### config.mk
export PLATFORM = sky130hd
export DESIGN_NAME = rbr_top
export DESIGN_NICKNAME = d
export VERILOG_FILES = /design/src/hw/rbr_pkg.sv /design/src/hw/rbr_if.sv /design/src/hw/rbr_rdmux.sv /design/src/hw/rbr_ro.sv /design/src/hw/rbr_top.sv
export VERILOG_INCLUDE_DIRS = /design/src /design/src/hw
export SDC_FILE = /design/constraint.sdc
export NUM_CORES = 1
export LEC_CHECK = 0
export BUFFER_PORTS_ARGS = -buffer_cell sky130_fd_sc_hd__clkbuf_2
export CELL_PAD_IN_SITES_DETAIL_PLACEMENT = 0
export CELL_PAD_IN_SITES_GLOBAL_PLACEMENT = 1
export CORE_MARGIN = 1.5
export CORE_UTILIZATION = 37
export CTS_BUF_LIST = sky130_fd_sc_hd__clkbuf_4
export DETAILED_ROUTE_END_ITERATION = 16
export PLACE_DENSITY = 0.92
export SYNTH_ARGS = -nofsm -noshare
export SYNTH_HDL_FRONTEND = slang
export SYNTH_SLANG_ARGS = --single-unit
### constraint.sdc
create_clock -name clk -period 1.5 [get_ports clk]
set_clock_uncertainty 0.05 [all_clocks]
set_input_delay 0.3 -clock clk [delete_from_list [all_inputs] [get_ports clk]]
set_output_delay 0.3 -clock clk [all_outputs]
set_load 0.01 [all_outputs]
### src/hw/rbr_map.svh
// offsets, field classes, reset values and timing counts of the reserved bit register
`ifndef RBR_MAP_SVH
`define RBR_MAP_SVH
`define RBR_WIDTH      32
// per-bit class masks of the demonstration register
`define RBR_FUNC_MASK  32'h0000_00ff
`define RBR_CTXZ_MASK  32'h0000_0f00
`define RBR_HWONE_MASK 32'h0000_3000
`define RBR_WRONE_MASK 32'h0000_c000
`define RBR_CTXO_MASK  32'h000f_0000
// both context fields together, for checks that treat them alike
`define RBR_CTXBOTH_MASK 32'h000f_0f00
`define RBR_MIXED_MASK 32'h00f0_0000
`define RBR_HWZERO_MASK 32'hff00_0000
// reset value: reserved ones reset to one, others zero
`define RBR_RESET_VAL  32'h000f_f000
// reset images of the registered read word, read-only word and function view
`define RBR_RD_RESET   32'h000f_f000
`define RBR_RO_RESET   32'h0000_0200
`define RBR_FUNC_RESET 16'h0000
// read-only status word: low byte live, bit 8 reserved-as-zero, bit 9 reserved-as-one
`define RBR_RO_ONE_POS 9
`define RBR_RO_ZERO_POS 8
`define RBR_READ_LAT   1
`endif

### src/hw/rbr_pkg.sv
// types shared by the reserved bit register design
package rbr_pkg;
    typedef enum logic [1:0] {
        RBR_OP_IDLE,
        RBR_OP_DIRECT,
        RBR_OP_INDIRECT
    } rbr_op_t;
endpackage : rbr_pkg

### src/hw/rbr_if.sv
// carrier between the register bank and its read-back mux
`timescale 1ns/1ps
interface rbr_if;
    logic [31:0] store;
    logic [31:0] rdata;
    modport bank (output store, input rdata);
    modport mux  (input store, output rdata);
endinterface : rbr_if

### src/hw/rbr_rdmux.sv
// read-back value of the register, the same in every context
`timescale 1ns/1ps
`include "rbr_map.svh"
module rbr_rdmux import rbr_pkg::*; (
    rbr_if.mux m
);
    // hardwired bits ignore storage; mixed bits read what was stored
    always_comb begin
        m.rdata = (m.store & ~`RBR_HWONE_MASK & ~`RBR_HWZERO_MASK) | `RBR_HWONE_MASK;
    end
endmodule : rbr_rdmux

### src/hw/rbr_ro.sv
// read-only status word with reserved bits held constant
`timescale 1ns/1ps
`include "rbr_map.svh"
module rbr_ro import rbr_pkg::*; (
    input  wire logic [7:0]  live,
    output logic      [31:0] value
);
    // low byte live, bit 8 zero, bit 9 one, rest zero
    always_comb begin
        value = {22'h0, 1'b1, 1'b0, live};
    end
endmodule : rbr_ro

### src/hw/rbr_top.sv
// register with functional and reserved bits of every documented class
// Overview of operation
// - indirect write in reserved context clears context reserved-zero bits.
// - context reserved bits read last value written, whatever the context then.
// - unwritten bits read their reset value.
// - direct writes update storage of writable reserved bits.
// - reserved-context bit values do not reach the functional output.
// - zero-in-one, one-in-other bits are writable and read back.
// - read-only reserved-zero bit reads zero.
// - hardwired reserved-one bits read one and ignore writes.
// - indirect write sets writable reserved-one bits to one, and context reserved-one bits only in reserved context.
// - each reserved-one field chooses hardwired or writable separately.
// - read-only reserved-one bit reads one.
// - reserved marking of a field applies to each bit.
`timescale 1ns/1ps
`include "rbr_map.svh"
module rbr_top import rbr_pkg::*; (
    input  wire logic        clk,
    input  wire logic        nrst,
    input  wire logic        wr_direct,
    input  wire logic        wr_indirect,
    input  wire logic [31:0] wdata,
    input  wire logic        ctx_reserved,
    input  wire logic [7:0]  status_live,
    output logic      [31:0] rdata,
    output logic      [31:0] ro_rdata,
    output logic      [15:0] func_out
);
    // all state: storage, registered read views and the functional view
    typedef struct packed {
        logic [31:0] store;
        logic [31:0] rd;
        logic [31:0] ro;
        logic [15:0] func;
    } rbr_state_t;

    rbr_state_t st_ff;
    rbr_state_t nxt_st;
    logic [31:0] mux_rdata;
    logic [31:0] ro_value;
    rbr_op_t     op;

    // storage goes out to the read mux; reads never depend on the context
    rbr_if bus ();
    assign bus.store = st_ff.store;
    assign mux_rdata = bus.rdata;

    // read-back view and read-only word are built in their own modules
    rbr_rdmux u_rdmux (
        .m (bus.mux)
    );

    rbr_ro u_ro (
        .live  (status_live),
        .value (ro_value)
    );

    // indirect write takes priority over a direct write in the same cycle
    function automatic rbr_op_t decode_op(input logic d, input logic i);
        if (i) begin
            return RBR_OP_INDIRECT;
        end
        return d ? RBR_OP_DIRECT : RBR_OP_IDLE;
    endfunction : decode_op

    // merge a write into storage, every mask bit handled on its own
    function automatic logic [31:0] merge(input logic [31:0] old, input logic [31:0] nv,
                                          input logic [31:0] mask);
        return (old & ~mask) | (nv & mask);
    endfunction : merge

    assign op = decode_op(wr_direct, wr_indirect);

    // next state: storage update and registered read data
    always_comb begin
        logic [31:0] wmask;
        logic [31:0] cz;
        logic [31:0] co;
        wmask  = 32'h0;
        cz     = 32'h0;
        co     = 32'h0;
        nxt_st = st_ff;
        // hardwired fields never take writes; each one-field picks its own style
        wmask = `RBR_FUNC_MASK | `RBR_CTXZ_MASK | `RBR_WRONE_MASK
              | `RBR_CTXO_MASK | `RBR_MIXED_MASK;
        cz = ctx_reserved ? `RBR_CTXZ_MASK : 32'h0;
        co = ctx_reserved ? `RBR_CTXO_MASK : 32'h0;
        case (op)
            RBR_OP_DIRECT: begin
                nxt_st.store = merge(st_ff.store, wdata, wmask);
            end
            RBR_OP_INDIRECT: begin
                nxt_st.store = merge(st_ff.store, wdata, wmask & ~cz & ~co & ~`RBR_WRONE_MASK);
                nxt_st.store = nxt_st.store & ~cz;
                nxt_st.store = nxt_st.store | co | `RBR_WRONE_MASK;
            end
            RBR_OP_IDLE: begin
                nxt_st.store = st_ff.store;
            end
            default: begin
                nxt_st.store = st_ff.store;
            end
        endcase
        nxt_st.rd = mux_rdata;
        nxt_st.ro = ro_value;
        // in reserved context both context fields are masked off the function
        nxt_st.func = {ctx_reserved ? 4'h0 : st_ff.store[11:8],
                       ctx_reserved ? 4'h0 : st_ff.store[19:16],
                       st_ff.store[7:0]};
    end

    // one register stage for all state; reset gives the documented reset value
    always_ff @(posedge clk or negedge nrst) begin
        if (!nrst) begin
            st_ff <= '{store: `RBR_RESET_VAL, rd: `RBR_RD_RESET, ro: `RBR_RO_RESET,
                       func: `RBR_FUNC_RESET};
        end else begin
            st_ff <= nxt_st;
        end
    end

    // outputs come straight from the state register
    assign rdata    = st_ff.rd;
    assign ro_rdata = st_ff.ro;
    assign func_out = st_ff.func;
endmodule : rbr_top

==> results.md <==
- CP max-delay cell: dfstp_2
- Unrepaired setup endpoints after global routing: false
- Tmin final: approximately 1.4 ns
- Net count of the finished layout: about 290
- Yosys warns: 0
- Worst-path cell chain: clkbuf_2
- Leak: 1.50 nW
- Avg Synthesized Cell Area: about 15 um2
- Die ar.: 0.00666 mm2
- Initial core utilization: approximately two fifths
- Root buffer cell: clkbuf_4
- Final period util: 92.4%
- Proportion of layout cells with a drive suffix above 1: about half
- DR vias: 1327
- Initial antenna violation count: 0
- Worst EP arrival: between 1 and 1.5 ns
- CP Launch Point: rdata[19]$_DFF_PN1_
- Pre-CTS WS: 0.208 ns
- Cell family contributing the most delay on the critical path: flip-flops
- HPWL Detailed: around 2700 um
- # H-tree levels: 3
- Max incr delay on CP: ~0.53 ns
- Clock Tree Buf Depth: 2
- Total Routing Usage GR: between 10% and 20%
- Mapped Cells: 157
- Die Wd: a little over 80 um
- Floorplan row count: 28
- Clock-pin slew on the worst setup and hold paths: 0.10 ns
- Origin of the worst min-delay path: wdata[1]
- Slew Limit Fails: 0
- Core Area: between 0.005 and 0.006 mm2
- Clock Latency Late Sink: 0.39 ns
- Crit Path Class: reg -> out
- Worst setup EP type: primary output
- PwrDens: approximately 1200 mW/mm2
- Max-Cap Viols: 0
- Vias/cell: 4.03
- Final hold viol count: 0
- Drt total wl: 4010 um
- Status: complete, no violations
- Postcts setup bufs: 0
- Synth area leaders: dfrtp_1 (53%), buf_4 (14%), dfstp_2 (14%), mux2_4 (5.9%), mux2i_1 (3.5%)
- Critical path peak fanout: 1
- Worst reg2reg path startpoint: bus.store[18]$_DFFE_PN1P_
- Port Buffers: 80
- # diodes: 0
- Min-Delay Path Class: in -> reg
- Area post-placement: roughly 0.0026 mm2
- Pre-antenna DRT Iters: 4
- Worst EP required: between 1 and 1.5 ns
- CTS Buf Count: 9
- Cell taking the most area after synthesis: dfrtp_1
- Global-route wire length before repair: between 6000 and 7000 um
- Yosys top cell area share: 52.5%
- Final hold slack: around 0.087 ns
- Finish-stage setup viols: 0
- Synth Cell Area: approximately 0.0023 mm2
- Worst vdd ir: approximately 550 uV
- Number of global-route vias before repair: 1240
- Final Worst Setup Slack: around 0.11 ns
- Netlist cell types: 19
- Mean routed wirelength per cell: approximately 12 um
- Non-Filler Cell Area, Final: between 0.002 and 0.003 mm2
- TritonCTS clock tree: yes
- Layout Area Growth over Synthesis: 24.2%
- DR iter-0 viols: 16
- Largest net degree at the start of global routing: 61
- Seq/Total Area, Yosys: roughly 66%
- Grt ovf: 0
- Worst setup SP type: register
- Fmax: a little over 0.7 GHz
- Synth Register Bits: 60
- Setup TNS: 0 ns
- Number of remaining DRC errors: 0
- Clock sinks: 60
- Hold-fix buffers at CTS: 9
- Die H: approximately 82 um
- I/O pins: about 130
- GP Congestion: ~0.72
- WP buf/inv: 1
- Post-CTS resize count: 0
- Final ANT Viol Nets: 0
-- placed cells by master, fill, tap and decap left out, types with 4 or more instances in the layout --
master | Yosys | final
nand2_1 | 6 | 6
clkbuf_4 | 0 | 11
o21ai_0 | 4 | 4
dfstp_2 | 12 | 12
clkinv_1 | 0 | 4
clkbuf_2 | 0 | 80
mux2i_1 | 8 | 8
mux2_4 | 9 | 9
a21oi_1 | 4 | 4
and2b_1 | 7 | 7
conb_1 | 2 | 34
dlygate4sd3_1 | 0 | 9
dfrtp_1 | 48 | 48
-- final timing paths --
check / to / slack (ns) / cells past startpoint
setup / recovery: rdata[19] / 0.11 / 1
hold / removal: bus.store[1]$_DFFE_PN0P_ / 0.09 / 2
setup reg to reg: bus.store[18]$_DFFE_PN1P_ / 0.62 / 1
hold reg to reg: rdata[15]$_DFF_PN1_ / 0.32 / 0
max in group asynchronous: bus.store[15]$_DFFE_PN1P_ / 0.69 / 3
min in group asynchronous: bus.store[3]$_DFFE_PN0P_ / 0.40 / 3
-- area by class of cell --
type,instances,area [um2]
inverter,2,7.51
clock buffer,11,82.6
sequential,60,1520
multi-input combinational,83,548
tap,75,93.8
timing repair buffer,93,546
clock inverter,5,45.0
fill,550,3120
-- cell families (layout without fill, tap and decap cells) --
logic type | Yosys count | after routing | synth area share [%]
DFF | 60 | 60 | 66.3
buffers and inverters | 46 | 111 | 14.9
muxes | 20 | 20 | 10.9
and+or+nand+nor | 20 | 20 | 5.25
AOI/OAI and AO/OA | 9 | 9 | 2.24
other | 2 | 34 | 0.329
-- synthesized netlist by cell type (all sizes together) --
library cell  count
nor2              4
mux2i             8
inv               2
dfrtp            48
and2b             8
o21ai             4
buf              44
dfstp            12
a21oi             4
or2b              1
o32a              1
nor2b             1
nand2             6
conb              2
mux2             12
-- state kept, by name, summed over array words and instances, names as in the netlist --
register / count
ro_rdata: 8
func_out: 16
rdata: 14
bus.store: 22
-- per-stage QoR --
step | total power [mW] | instances | util (%)
floorplan | 2.12 | 189 | -
global route | 3.48 | 329 | 47.7
detailed placement | 2.25 | 304 | 44.0
finish | 3.28 | 329 | 47.7
global placement | 2.24 | 304 | 44.0
CTS | 3.34 | 329 | 47.7
-- routing by layer --
layer  routed length [um]  track usage [%]
met3                  379             5.22
met2                 1820             19.7
met1                 1710             15.2
met5                    0                0
met4                   98             8.14
-- where the power goes --
group          switching (mW)  total, mW  internal [mW]  leakage, nW
Clock                   0.528       1.05          0.526       0.0710
Sequential             0.0563       1.82           1.76        0.704
Combinational           0.221      0.413          0.192        0.723
Power figures use the tool's default switching activity.
